--- src/timer_ctrl_pkg.sv ---
// Register map, field positions and codes of the split-capable timer
package timer_ctrl_pkg;
    localparam logic [7:0] ADDR_MODE_EXT   = 8'h93;
    localparam logic [7:0] ADDR_CONTROL    = 8'hC8;
    localparam logic [7:0] ADDR_MODE       = 8'hC9;
    localparam logic [7:0] ADDR_RCAP_LOW   = 8'hCA;
    localparam logic [7:0] ADDR_RCAP_HIGH  = 8'hCB;
    localparam logic [7:0] ADDR_COUNT_LOW  = 8'hCC;
    localparam logic [7:0] ADDR_COUNT_HIGH = 8'hCD;
    localparam logic       PAGE_MAIN       = 1'b0;
    localparam logic       PAGE_EXT        = 1'b1;
    localparam logic [7:0] RESET_VALUE     = 8'h00;
    // Control register fields
    localparam int CON_MAIN_OVF   = 7;
    localparam int CON_EXT_EDGE   = 6;
    localparam int CON_BANK_HI    = 5;
    localparam int CON_BANK_LO    = 4;
    localparam int CON_FALL_EN    = 3;
    localparam int CON_HIGH_RUN   = 2;
    localparam int CON_COUNTER    = 1;
    localparam int CON_CAP_RELOAD = 0;
    // Mode register fields
    localparam int MOD_SPLIT      = 7;
    localparam int MOD_LOW_FAST   = 6;
    localparam int MOD_RISE_EN    = 5;
    localparam int MOD_FAST       = 4;
    localparam int MOD_LOW_RUN    = 3;
    localparam int MOD_AUTO_CLEAR = 2;
    localparam int MOD_CLK_OUT    = 1;
    localparam int MOD_BIT0       = 0;
    // Mode extension fields
    localparam int EXT_LOW_SRC    = 7;
    localparam int EXT_OVF_IGNORE = 6;
    localparam int EXT_FLAG_VIEW  = 5;
    localparam int EXT_CLK_SRC    = 4;
    localparam int EXT_MODE_BIT2  = 3;
    // Prescale for the system clock / 12 source
    localparam logic [3:0] DIV12_LAST = 4'hB;
    // Operating modes {mode_bit2, capture_reload_bit, mode_bit0}
    localparam logic [2:0] MODE_RELOAD     = 3'h0;
    localparam logic [2:0] MODE_RELOAD_EXT = 3'h1;
    localparam logic [2:0] MODE_CAPTURE    = 3'h2;
    localparam logic [2:0] MODE_CAPT_ZERO  = 3'h3;
    localparam logic [2:0] MODE_PWM        = 3'h4;
    // Clock source codes {clock_source_ext, fast_clock_select, counter_select}
    localparam logic [2:0] CKS_DIV12  = 3'h0;
    localparam logic [2:0] CKS_PIN    = 3'h1;
    localparam logic [2:0] CKS_SYS    = 3'h2;
    localparam logic [2:0] CKS_INT0   = 3'h3;
    localparam logic [2:0] CKS_SER0   = 3'h4;
    localparam logic [2:0] CKS_TMR0   = 3'h5;
    localparam logic [2:0] CKS_KEYPAD = 3'h7;
    // Low-byte sources {low_clock_source_ext, low_fast_clock_select}
    localparam logic [1:0] LCS_DIV12 = 2'h0;
    localparam logic [1:0] LCS_SYS   = 2'h1;
    localparam logic [1:0] LCS_SER0  = 2'h2;
    localparam logic [1:0] LCS_INT0  = 2'h3;
    // Capture sources
    localparam logic [2:0] CAP_TRIG_PIN = 3'h0;
    localparam logic [2:0] CAP_RXD      = 3'h1;
    localparam logic [2:0] CAP_PORT60   = 3'h2;
    localparam logic [2:0] CAP_INT2     = 3'h3;
    localparam logic [2:0] CAP_KEYPAD   = 3'h6;
    localparam logic [2:0] CAP_TWI_SCL  = 3'h7;
endpackage

--- src/timer_ctrl.sv ---
// Split-capable 16-bit timer with its control and status registers
// Contract
// [RL1] Main overflow sets flag unless baud selected
// [RL2] Qualified trigger edge sets external edge flag
// [RL3] Control bits 5:4 banked by view select
// [RL4] Receive baud select routes overflow to receiver
// [RL5] Transmit baud select routes overflow to transmitter
// [RL6] Split low-byte overflow sets sticky flag
// [RL7] Low flag enable gates shared interrupt
// [RL8] Falling edge captures/reloads unless baud use
// [RL9] Rising edge captures/reloads unless baud use
// [RL10] High run bit runs timer/high byte
// [RL11] Three-bit code selects main clock source
// [RL12] Split bit gives two 8-bit counters
// [RL13] Two-bit code selects low-byte clock
// [RL14] Low run bit runs low byte independently
// [RL15] Auto-clear drops low run on event
// [RL16] Clock-out enable gates output pin
// [RL17] Mode code selects reload/capture/PWM
// [RL18] Ignore bit blocks main overflow interrupt
// [RL19] Capture source selector picks trigger
// [RL20] Split PWM high overflow loads compare
// [RL21] Baud rollover reloads both bytes; code reloads only the low byte in split, neither byte in 16-bit capture modes
// [RL22] High reload byte is plain register; code also loads it with the high count on capture events
// [RL23] Hardware set beats software clear
`timescale 1ns/1ps
`default_nettype none
module timer_ctrl
    import timer_ctrl_pkg::*;
(
    // Clock and reset
    input  wire logic       ref_clk,
    input  wire logic       rstn,
    // Special function register bus
    input  wire logic [7:0] sfr_addr,
    input  wire logic       sfr_page,
    input  wire logic       sfr_wr,
    input  wire logic [7:0] sfr_wdata,
    output logic      [7:0] sfr_rdata,
    // Event sources from other blocks, one-cycle pulses, plus the serial mode 1/3 level select
    input  wire logic       serial0_timer_overflow,
    input  wire logic       timer0_overflow,
    input  wire logic       ext_int0_edge_event,
    input  wire logic       ext_int2_edge_event,
    input  wire logic       keypad_edge_event,
    input  wire logic       timer1_overflow,
    input  wire logic       serial_mode_13,
    // Pins
    input  wire logic       count_pin,
    input  wire logic       trigger_input_pin,
    input  wire logic       serial0_receive_pin,
    input  wire logic       port_pin_60,
    input  wire logic       two_wire_clock_line,
    output logic            clock_out_pin,
    // Outputs to serial port and interrupt controller
    output logic            rx_baud_clock,
    output logic            tx_baud_clock,
    output logic            timer_irq
);
    logic [7:0] ctl_ff, mod_ff, ext_ff;
    logic [7:0] rcap_lo_ff, rcap_hi_ff, cnt_lo_ff, cnt_hi_ff;
    logic       low_flag_ff, low_ie_ff, rx_sel_ff, tx_sel_ff;
    logic       clk_out_ff;
    logic [3:0] div_ff;
    logic       div_tick;
    logic       cnt_lvl, cnt_rise, cnt_fall;
    logic       trg_lvl, trg_rise, trg_fall;
    logic       rxd_lvl, rxd_rise, rxd_fall;
    logic       p60_lvl, p60_rise, p60_fall;
    logic       scl_lvl, scl_rise, scl_fall;

    pin_sync u_cnt (.ref_clk(ref_clk), .rstn(rstn), .pin(count_pin),
                    .level(cnt_lvl), .rise(cnt_rise), .fall(cnt_fall));
    pin_sync u_trg (.ref_clk(ref_clk), .rstn(rstn), .pin(trigger_input_pin),
                    .level(trg_lvl), .rise(trg_rise), .fall(trg_fall));
    pin_sync u_rxd (.ref_clk(ref_clk), .rstn(rstn), .pin(serial0_receive_pin),
                    .level(rxd_lvl), .rise(rxd_rise), .fall(rxd_fall));
    pin_sync u_p60 (.ref_clk(ref_clk), .rstn(rstn), .pin(port_pin_60),
                    .level(p60_lvl), .rise(p60_rise), .fall(p60_fall));
    pin_sync u_scl (.ref_clk(ref_clk), .rstn(rstn), .pin(two_wire_clock_line),
                    .level(scl_lvl), .rise(scl_rise), .fall(scl_fall));

    // Decoded controls
    logic       split, baud_use, hi_wr, lo_wr;
    logic [2:0] mode, cks, cap_sel;
    logic [1:0] lcs;
    assign split    = mod_ff[MOD_SPLIT];                                  // [RL12]
    assign baud_use = rx_sel_ff | tx_sel_ff;
    assign mode     = {ext_ff[EXT_MODE_BIT2], ctl_ff[CON_CAP_RELOAD], mod_ff[MOD_BIT0]}; // [RL17]
    assign cks      = {ext_ff[EXT_CLK_SRC], mod_ff[MOD_FAST], ctl_ff[CON_COUNTER]};
    assign lcs      = {ext_ff[EXT_LOW_SRC], mod_ff[MOD_LOW_FAST]};
    assign cap_sel  = ext_ff[2:0];

    function automatic logic wr_hit(input logic [7:0] a, input logic p);
        wr_hit = sfr_wr && sfr_addr == a && sfr_page == p;
    endfunction

    // System clock / 12 prescaler
    always_ff @(posedge ref_clk) begin
        if (!rstn) begin
            div_ff <= 4'h0;
        end else begin
            div_ff <= (div_ff == DIV12_LAST) ? 4'h0 : div_ff + 4'h1;
        end
    end
    assign div_tick = (div_ff == DIV12_LAST);

    // Clock source selection
    logic lo_ovf, hi_tick, lo_tick;
    always_comb begin
        unique case (cks)                                                 // [RL11]
            CKS_DIV12:  hi_tick = div_tick;
            CKS_PIN:    hi_tick = cnt_fall;
            CKS_SYS:    hi_tick = 1'b1;
            CKS_INT0:   hi_tick = split ? lo_ovf : ext_int0_edge_event;
            CKS_SER0:   hi_tick = serial0_timer_overflow;
            CKS_TMR0:   hi_tick = timer0_overflow;
            CKS_KEYPAD: hi_tick = keypad_edge_event;
            default:    hi_tick = 1'b0;
        endcase
        unique case (lcs)                                                 // [RL13]
            LCS_DIV12: lo_tick = div_tick;
            LCS_SYS:   lo_tick = 1'b1;
            LCS_SER0:  lo_tick = serial0_timer_overflow;
            LCS_INT0:  lo_tick = ext_int0_edge_event;
        endcase
    end

    // Capture trigger selection and qualification
    logic sel_rise, sel_fall, edge_ev, cap_ev;
    always_comb begin
        unique case (cap_sel)                                             // [RL19]
            CAP_TRIG_PIN: {sel_rise, sel_fall} = {trg_rise, trg_fall};
            CAP_RXD:      {sel_rise, sel_fall} = {rxd_rise, rxd_fall};
            CAP_PORT60:   {sel_rise, sel_fall} = {p60_rise, p60_fall};
            CAP_INT2:     {sel_rise, sel_fall} = {1'b0, ext_int2_edge_event};
            CAP_KEYPAD:   {sel_rise, sel_fall} = {1'b0, keypad_edge_event};
            CAP_TWI_SCL:  {sel_rise, sel_fall} = {scl_rise, scl_fall};
            default:      {sel_rise, sel_fall} = 2'h0;
        endcase
    end
    assign edge_ev = (sel_fall & ctl_ff[CON_FALL_EN]) | (sel_rise & mod_ff[MOD_RISE_EN]); // [RL2]
    assign cap_ev  = edge_ev & ~baud_use;                                 // [RL8] [RL9]

    // Counter advance and overflow detection
    logic hi_run, lo_run, inc16, inc_lo, inc_hi, ovf16, hi_ovf, main_ovf;
    logic is_capture, is_pwm;
    assign is_capture = (mode == MODE_CAPTURE) || (mode == MODE_CAPT_ZERO);
    assign is_pwm     = split && mode == MODE_PWM;
    assign hi_run = ctl_ff[CON_HIGH_RUN];                                 // [RL10]
    assign lo_run = mod_ff[MOD_LOW_RUN];                                  // [RL14]
    assign inc16  = !split && hi_run && hi_tick;
    assign inc_lo = split && lo_run && lo_tick && !is_pwm;
    assign inc_hi = split && hi_run && hi_tick;
    assign ovf16  = inc16 && {cnt_hi_ff, cnt_lo_ff} == 16'hFFFF;
    assign lo_ovf = inc_lo && cnt_lo_ff == 8'hFF;
    assign hi_ovf = inc_hi && cnt_hi_ff == 8'hFF;
    assign main_ovf = ovf16 | hi_ovf;

    // Software writes
    logic wr_ctl, wr_mod, wr_ext;
    assign wr_ctl = wr_hit(ADDR_CONTROL, PAGE_MAIN);
    assign wr_mod = wr_hit(ADDR_MODE, PAGE_MAIN);
    assign wr_ext = wr_hit(ADDR_MODE_EXT, PAGE_EXT);
    assign hi_wr  = wr_hit(ADDR_COUNT_HIGH, PAGE_MAIN);
    assign lo_wr  = wr_hit(ADDR_COUNT_LOW, PAGE_MAIN);

    // Control register, with flags set by hardware winning over writes
    logic auto_clr;
    assign auto_clr = mod_ff[MOD_AUTO_CLEAR] &&
                      (is_capture ? cap_ev : (mode <= MODE_RELOAD_EXT && hi_ovf)); // [RL15]
    always_ff @(posedge ref_clk) begin
        if (!rstn) begin
            ctl_ff <= RESET_VALUE;
        end else begin
            if (wr_ctl) begin
                ctl_ff <= sfr_wdata;
            end
            if (main_ovf && !baud_use) begin
                ctl_ff[CON_MAIN_OVF] <= 1'b1;                             // [RL1] [RL23]
            end
            if (edge_ev) begin
                ctl_ff[CON_EXT_EDGE] <= 1'b1;                             // [RL2] [RL23]
            end
        end
    end

    // Banked bits 5:4 of the control register
    always_ff @(posedge ref_clk) begin
        if (!rstn) begin
            {rx_sel_ff, tx_sel_ff, low_flag_ff, low_ie_ff} <= 4'h0;
        end else begin
            if (wr_ctl && !ext_ff[EXT_FLAG_VIEW]) begin                   // [RL3]
                rx_sel_ff <= sfr_wdata[CON_BANK_HI];
                tx_sel_ff <= sfr_wdata[CON_BANK_LO];
            end
            if (wr_ctl && ext_ff[EXT_FLAG_VIEW]) begin                    // [RL3]
                low_flag_ff <= sfr_wdata[CON_BANK_HI];
                low_ie_ff   <= sfr_wdata[CON_BANK_LO];
            end
            if (lo_ovf) begin
                low_flag_ff <= 1'b1;                                      // [RL6] [RL23]
            end
        end
    end

    // Mode register, low run cleared by hardware event
    always_ff @(posedge ref_clk) begin
        if (!rstn) begin
            mod_ff <= RESET_VALUE;
        end else begin
            if (wr_mod) begin
                mod_ff <= sfr_wdata;
            end
            if (auto_clr) begin
                mod_ff[MOD_LOW_RUN] <= 1'b0;                              // [RL15]
            end
        end
    end

    always_ff @(posedge ref_clk) begin
        if (!rstn) begin
            ext_ff     <= RESET_VALUE;
            rcap_hi_ff <= RESET_VALUE;
        end else begin
            if (wr_ext) begin
                ext_ff <= sfr_wdata;
            end
            if (wr_hit(ADDR_RCAP_HIGH, PAGE_MAIN)) begin
                rcap_hi_ff <= sfr_wdata;                                  // [RL22]
            end else if (cap_ev && is_capture) begin
                rcap_hi_ff <= cnt_hi_ff;
            end
        end
    end

    always_ff @(posedge ref_clk) begin
        if (!rstn) begin
            rcap_lo_ff <= RESET_VALUE;
        end else if (wr_hit(ADDR_RCAP_LOW, PAGE_MAIN)) begin
            rcap_lo_ff <= sfr_wdata;
        end else if (cap_ev && is_capture && !split) begin
            rcap_lo_ff <= cnt_lo_ff;
        end
    end

    // Counters: reload on overflow, qualified edge reload, capture auto-zero
    logic reload_16, reload_hi;
    assign reload_16 = ovf16 || (cap_ev && !is_capture && !split);        // [RL21]
    assign reload_hi = hi_ovf || (cap_ev && !is_capture && split);
    always_ff @(posedge ref_clk) begin
        if (!rstn) begin
            cnt_hi_ff <= RESET_VALUE;
        end else if (hi_wr) begin
            cnt_hi_ff <= sfr_wdata;
        end else if (cap_ev && mode == MODE_CAPT_ZERO) begin
            cnt_hi_ff <= 8'h00;
        end else if (reload_16 && !(is_capture && ovf16)) begin
            cnt_hi_ff <= rcap_hi_ff;
        end else if (reload_hi && !is_capture) begin
            cnt_hi_ff <= rcap_hi_ff;
        end else if (inc_hi || (inc16 && cnt_lo_ff == 8'hFF)) begin
            cnt_hi_ff <= cnt_hi_ff + 8'h01;
        end
    end

    always_ff @(posedge ref_clk) begin
        if (!rstn) begin
            cnt_lo_ff <= RESET_VALUE;
        end else if (lo_wr) begin
            cnt_lo_ff <= sfr_wdata;
        end else if (is_pwm && hi_ovf) begin
            cnt_lo_ff <= rcap_lo_ff;                                      // [RL20]
        end else if (cap_ev && mode == MODE_CAPT_ZERO && !split) begin
            cnt_lo_ff <= 8'h00;
        end else if (reload_16 && !(is_capture && ovf16)) begin
            cnt_lo_ff <= rcap_lo_ff;                                      // [RL21]
        end else if (lo_ovf) begin
            cnt_lo_ff <= rcap_lo_ff;
        end else if (inc16 || inc_lo) begin
            cnt_lo_ff <= cnt_lo_ff + 8'h01;
        end
    end

    // Clock output: toggle per overflow, PWM compare in split mode 4
    logic clk_src_ovf;
    assign clk_src_ovf = split ? lo_ovf : ovf16;
    always_ff @(posedge ref_clk) begin
        if (!rstn) begin
            clk_out_ff <= 1'b0;
        end else if (is_pwm) begin
            clk_out_ff <= cnt_hi_ff < cnt_lo_ff;
        end else if (clk_src_ovf) begin
            clk_out_ff <= ~clk_out_ff;
        end
    end
    assign clock_out_pin = mod_ff[MOD_CLK_OUT] & clk_out_ff;              // [RL16]

    // Baud clocks for serial modes 1 and 3
    logic baud_ovf;
    assign baud_ovf = split ? lo_ovf : ovf16;
    assign rx_baud_clock = serial_mode_13 & (rx_sel_ff ? baud_ovf : timer1_overflow); // [RL4]
    assign tx_baud_clock = serial_mode_13 & (tx_sel_ff ? baud_ovf : timer1_overflow); // [RL5]

    // Shared interrupt request
    assign timer_irq = (ctl_ff[CON_MAIN_OVF] & ~ext_ff[EXT_OVF_IGNORE])  // [RL18]
                     | ctl_ff[CON_EXT_EDGE]                               // [RL2]
                     | (low_flag_ff & low_ie_ff);                         // [RL7]

    // Read mux
    always_comb begin
        sfr_rdata = 8'h00;
        if (sfr_page == PAGE_EXT && sfr_addr == ADDR_MODE_EXT) begin
            sfr_rdata = ext_ff;
        end else if (sfr_page == PAGE_MAIN) begin
            unique case (sfr_addr)
                ADDR_CONTROL: begin
                    sfr_rdata = ctl_ff;
                    {sfr_rdata[CON_BANK_HI], sfr_rdata[CON_BANK_LO]} = ext_ff[EXT_FLAG_VIEW] ?
                        {low_flag_ff, low_ie_ff} : {rx_sel_ff, tx_sel_ff}; // [RL3]
                end
                ADDR_MODE:       sfr_rdata = mod_ff;
                ADDR_RCAP_LOW:   sfr_rdata = rcap_lo_ff;
                ADDR_RCAP_HIGH:  sfr_rdata = rcap_hi_ff;
                ADDR_COUNT_LOW:  sfr_rdata = cnt_lo_ff;
                ADDR_COUNT_HIGH: sfr_rdata = cnt_hi_ff;
                default:         sfr_rdata = 8'h00;
            endcase
        end
    end

    // Checks
    main_flag_set_a: assert property (@(posedge ref_clk) disable iff (!rstn)
        main_ovf && !baud_use |=> ctl_ff[CON_MAIN_OVF]) else $error("main overflow flag missed"); // [RL1]
    main_flag_block_a: assert property (@(posedge ref_clk) disable iff (!rstn)
        baud_use && !wr_ctl && !ctl_ff[CON_MAIN_OVF] |=> !ctl_ff[CON_MAIN_OVF])
        else $error("main flag set while baud selected"); // [RL1]
    edge_flag_set_a: assert property (@(posedge ref_clk) disable iff (!rstn)
        edge_ev |=> ctl_ff[CON_EXT_EDGE]) else $error("edge flag missed"); // [RL2]
    low_flag_set_a: assert property (@(posedge ref_clk) disable iff (!rstn)
        lo_ovf |=> low_flag_ff) else $error("low overflow flag missed"); // [RL6]
    low_irq_gate_a: assert property (@(posedge ref_clk) disable iff (!rstn)
        low_flag_ff && !low_ie_ff && !ctl_ff[CON_EXT_EDGE] && !ctl_ff[CON_MAIN_OVF] |-> !timer_irq)
        else $error("low flag raised irq while disabled"); // [RL7]
    ignore_gate_a: assert property (@(posedge ref_clk) disable iff (!rstn)
        ext_ff[EXT_OVF_IGNORE] && !ctl_ff[CON_EXT_EDGE] && !(low_flag_ff && low_ie_ff) |-> !timer_irq)
        else $error("ignored overflow raised irq"); // [RL18]
    baud_no_reload_a: assert property (@(posedge ref_clk) disable iff (!rstn)
        edge_ev && baud_use && !split && !inc16 && !hi_wr && !lo_wr
        |=> {cnt_hi_ff, cnt_lo_ff} == $past({cnt_hi_ff, cnt_lo_ff}))
        else $error("edge reloaded while clocking serial"); // [RL8]
    auto_clear_a: assert property (@(posedge ref_clk) disable iff (!rstn)
        auto_clr && !wr_mod |=> !mod_ff[MOD_LOW_RUN]) else $error("low run not cleared"); // [RL15]
    clk_out_gate_a: assert property (@(posedge ref_clk) disable iff (!rstn)
        !mod_ff[MOD_CLK_OUT] |-> !clock_out_pin) else $error("clock out while disabled"); // [RL16]
    pwm_load_a: assert property (@(posedge ref_clk) disable iff (!rstn)
        is_pwm && hi_ovf && !lo_wr |=> cnt_lo_ff == $past(rcap_lo_ff)) else $error("pwm compare not loaded"); // [RL20]
endmodule
`default_nettype wire

--- src/pin_sync.sv ---
// Three-stage pin synchroniser with edge pulses
`timescale 1ns/1ps
`default_nettype none
module pin_sync (
    // Clock and reset
    input  wire logic ref_clk,
    input  wire logic rstn,
    // Pin side
    input  wire logic pin,
    // Synchronised outputs
    output logic      level,
    output logic      rise,
    output logic      fall
);
    logic [2:0] sync_ff;
    logic [2:0] prime_ff;

    always_ff @(posedge ref_clk) begin
        if (!rstn) begin
            sync_ff <= 3'h0;
        end else begin
            sync_ff <= {sync_ff[1:0], pin};
        end
    end

    // Edges are held off until the chain holds the real pin level
    always_ff @(posedge ref_clk) begin
        if (!rstn) begin
            prime_ff <= 3'h0;
        end else begin
            prime_ff <= {prime_ff[1:0], 1'b1};
        end
    end

    // Only stages two and three are looked at
    assign level = sync_ff[2];
    assign rise  = prime_ff[2] & sync_ff[1] & ~sync_ff[2];
    assign fall  = prime_ff[2] & ~sync_ff[1] & sync_ff[2];
endmodule
`default_nettype wire

--- config.mk ---
export PLATFORM = sky130hd
export DESIGN_NAME = timer_ctrl
export DESIGN_NICKNAME = d
export VERILOG_FILES = /design/src/timer_ctrl_pkg.sv /design/src/timer_ctrl.sv /design/src/pin_sync.sv
export SDC_FILE = /design/constraint.sdc
export NUM_CORES = 1
export LEC_CHECK = 0
export BUFFER_PORTS_ARGS = -buffer_cell sky130_fd_sc_hd__buf_4
export CORE_ASPECT_RATIO = 2
export CORE_MARGIN = 4
export CORE_UTILIZATION = 55
export CTS_BUF_LIST = sky130_fd_sc_hd__clkbuf_4 sky130_fd_sc_hd__clkbuf_8
export DETAILED_ROUTE_END_ITERATION = 10
export GPL_ROUTABILITY_DRIVEN = 0
export GPL_TIMING_DRIVEN = 0
export PLACE_DENSITY_LB_ADDON = 0.15
export SKIP_LAST_GASP = 1
export SLEW_MARGIN = 0
export SYNTH_ARGS = -nofsm -noshare
export SYNTH_HDL_FRONTEND = slang
export SYNTH_SLANG_ARGS = --single-unit
--- constraint.sdc ---
create_clock -name ref_clk -period 6.9 [get_ports ref_clk]
set_input_delay 1.035 -clock ref_clk [delete_from_list [all_inputs] [get_ports ref_clk]]
set_output_delay 1.035 -clock ref_clk [all_outputs]
set_load 0.01 [all_outputs]
==> flow_summary.yaml <==
status:
  run_status: "finished, final reports clean"
setup_path:
  crit_arrival_ns: 3.45
  crit-reg2reg-launch: "ext_ff[2]"
  cp-start-kind: "input pin"
  r2r_setup_slack_ns: 3.83
  crit_fanout: 10
  end_kind: "primary output"
  worstPathRequired_ns: 5.86
  r2r_end: "cnt_lo_ff[5]"
  reg2regPathDepth: 9
  critical_path_class: "in2out"
timing:
  fin_setup_tns_ns: 0
  max_freq_mhz: 223
  rsz0062_at_grt: "no"
  tightest_slew_ns: 0.978
  skew_ns: 0.0111
  slew_headroom: 0.347
  setup_viol: 0
  fin_crit_sh: 0.650
  maxSlewViolCount: 0
  period_minus_slack_ns: 4.49
  hold_ws_ns: 0.444
  hold_viol: 0
detailed_routing:
  postRouteWirelength_um: 14900
  wl_per_cell_um: 20.8
  first_pass_iters: 6
  drc: 0
  vias_per_cell: 6.51
  via_count: 4655
  drt_iter0_drc: 310
  ant_nets: 0
power:
  power.internal_mw: 0.670
  power_switching_mw: 0.236
  p_seq_frac: 0.526
  p_leak_nw: 1.94
  vdd_drop_max_mv: 0.130
  power.density_mw_per_mm2: 174
  total_power_mw: 0.905
  power_frac_clock: 0.414
  p_comb_frac: 0.060
  sw_frac_of_total: 0.260
yosys:
  ys_seq_elements: 81
  yosysWarnings: 0
  synth-edff-count: 0
  avgSynthCellArea_um2: 8.15
  syn_nets: 604
  ys_async_sr_fraction: 0
  ys_seq_area_frac: 0.354
  netlist_instances: 562
  yosys-top-cells-area: "dfxtp_1 35%, mux2i_1 6.8%, nand2_1 6.3%"
  syn-cell-area_mm2: 0.00458
  synth_ff_type: "dfxtp_1"
  synth_area_leader_cell: "dfxtp_1"
  ys_types: 60
  synth_top_area_share: 0.354
min_path:
  hold_class: "reg2reg"
  min_path_cells: 1
  min_from: "u_scl.sync_ff[0]"
  holdPathEnd: "u_scl.sync_ff[1]"
clocking:
  cts.sinks: 81
  clockBufferDepth: 2
  postCtsHoldBufs: 0
  cts_resized: 0
  clk_pin_slew_ns: 0.09
  root_buffer: "clkbuf_8"
  cts_buffers: 9
  h-tree-depth: 3
  cts_setup_buffers: 0
  cts_tree: "yes"
  clock_latency_ns: 0.37
global_routing:
  grt_util_met1: 0.314
  met3_usage: 0.0559
  grt_usage: 0.307
  grt_pass1_vias: 4593
  grt-ovfl-total: 0
  antenna_found_initial: 0
  grt_max_degree: 17
  grt_pass1_wl_um: 23000
  grt_busiest_layer: "met2"
  use_met2: 0.534
final_layout:
  antennaDiodeCount: 0
  area_growth_pct: 13.9
  final_cell_mix: "81 x dfxtp_1, 77 x nand2_1, 58 x nor2_1"
  nets: 656
  mostFrequentLayoutCell: "dfxtp_1"
  drive_gt1_frac: 0.134
  final_area_mm2: 0.00522
floorplanning:
  core-area_mm2: 0.00806
  die_y_um: 137
  start_util: 0.569
  io_pins: 44
  placementRows: 46
  die_area_mm2: 0.00994
  die_x_um: 72.5
flow_run:
  drv_cap: 0
place:
  post_dp_cell_area_mm2: 0.00501
  hpwl_um: 11200
  io_buffers: 41
## cells by family after synthesis
| family | Yosys count | share of synthesized area |
|---|---|---|
| xor+xnor | 15 | 0.0287 |
| simple gates | 232 | 0.248 |
| fa+ha+maj | 10 | 0.0273 |
| flops | 81 | 0.354 |
| mux | 38 | 0.0849 |
| compound gates | 140 | 0.216 |
| buf+inv | 46 | 0.0412 |
## layout make-up
class / count / area [um2]
plain buffers: 33 / 140
clock buffers: 9 / 124
clock inverters: 7 / 85.1
fillers: 724 / 2840
inverters: 13 / 48.8
multi-input cells: 435 / 2770
flip-flops and latches: 81 / 1620
well taps: 96 / 120
repair buffers: 41 / 308
## state kept, by name (all words and copies together) (netlist names), 2 cells and up
name	count
u_cnt.sync_ff	3
u_p60.sync_ff	3
cnt_lo_ff	8
u_scl.sync_ff	3
div_ff	4
mod_ff	8
u_trg.sync_ff	3
u_rxd.prime_ff	2
cnt_hi_ff	8
ctl_ff	6
u_rxd.sync_ff	3
rcap_hi_ff	8
rcap_lo_ff	8
ext_ff	8
## worst max-delay path by stage
stage / start / endpoint / cells past startpoint
after CTS: sfr_addr[5] / sfr_rdata[4] / 9
after floorplan: sfr_addr[5] / sfr_rdata[4] / 7
after global placement: sfr_addr[5] / sfr_rdata[4] / 9
after detailed placement: sfr_addr[5] / sfr_rdata[4] / 9
after global routing: sfr_addr[5] / sfr_rdata[4] / 9
final: sfr_addr[5] / sfr_rdata[4] / 9
## power by group through the flow
stage                     clock network [mW]  logic (mW)  registers, mW
after floorplan                            0      0.0230          0.486
after global placement                     0      0.0526          0.487
after detailed placement                   0      0.0534          0.488
after CTS                              0.376      0.0536          0.477
after global routing                   0.393      0.0580          0.477
final                                  0.374      0.0546          0.476
## per-stage QoR
stage,setup WS (ns),utilization,cells
finish,2.41,0.648,715
global route,2.17,0.648,715
CTS,2.46,0.648,715
detailed placement,2.43,0.622,699
global placement,2.55,0.622,699
floorplan,3.21,-,562
## critical path, stage by stage
cell	delay, ns
buf_4	0.11
nand2b_1	0.15
nor2_1	0.12
nand2_1	0.12
nor3b_1	0.81
clkbuf_1	0.49
a221oi_1	0.17
o21ai_0	0.27
buf_4	0.17
## per-layer routing
metal,up-vias,routed length (um)
met5,-,0
met4,0,1210
met3,91,982
met2,255,7680
met1,2166,5040
li1,2143,-
## Yosys cell counts, types with 4 or more instances
master,n
mux2_2,7
nand3_1,29
mux2i_1,31
nand2_1,77
xor2_1,4
a222oi_1,6
a21oi_1,33
a311oi_1,14
a211oi_1,7
ha_1,10
a32oi_1,4
xnor2_1,11
inv_1,12
nand4_1,5
nor2_1,58
clkbuf_1,23
and2_1,21
buf_2,7
a22o_1,4
nor2b_1,5
a2bb2oi_1,5
a21o_1,11
o21ai_0,34
nor3b_1,5
nand3b_1,7
dfxtp_1,81
Power figures use the tool's default switching activity.
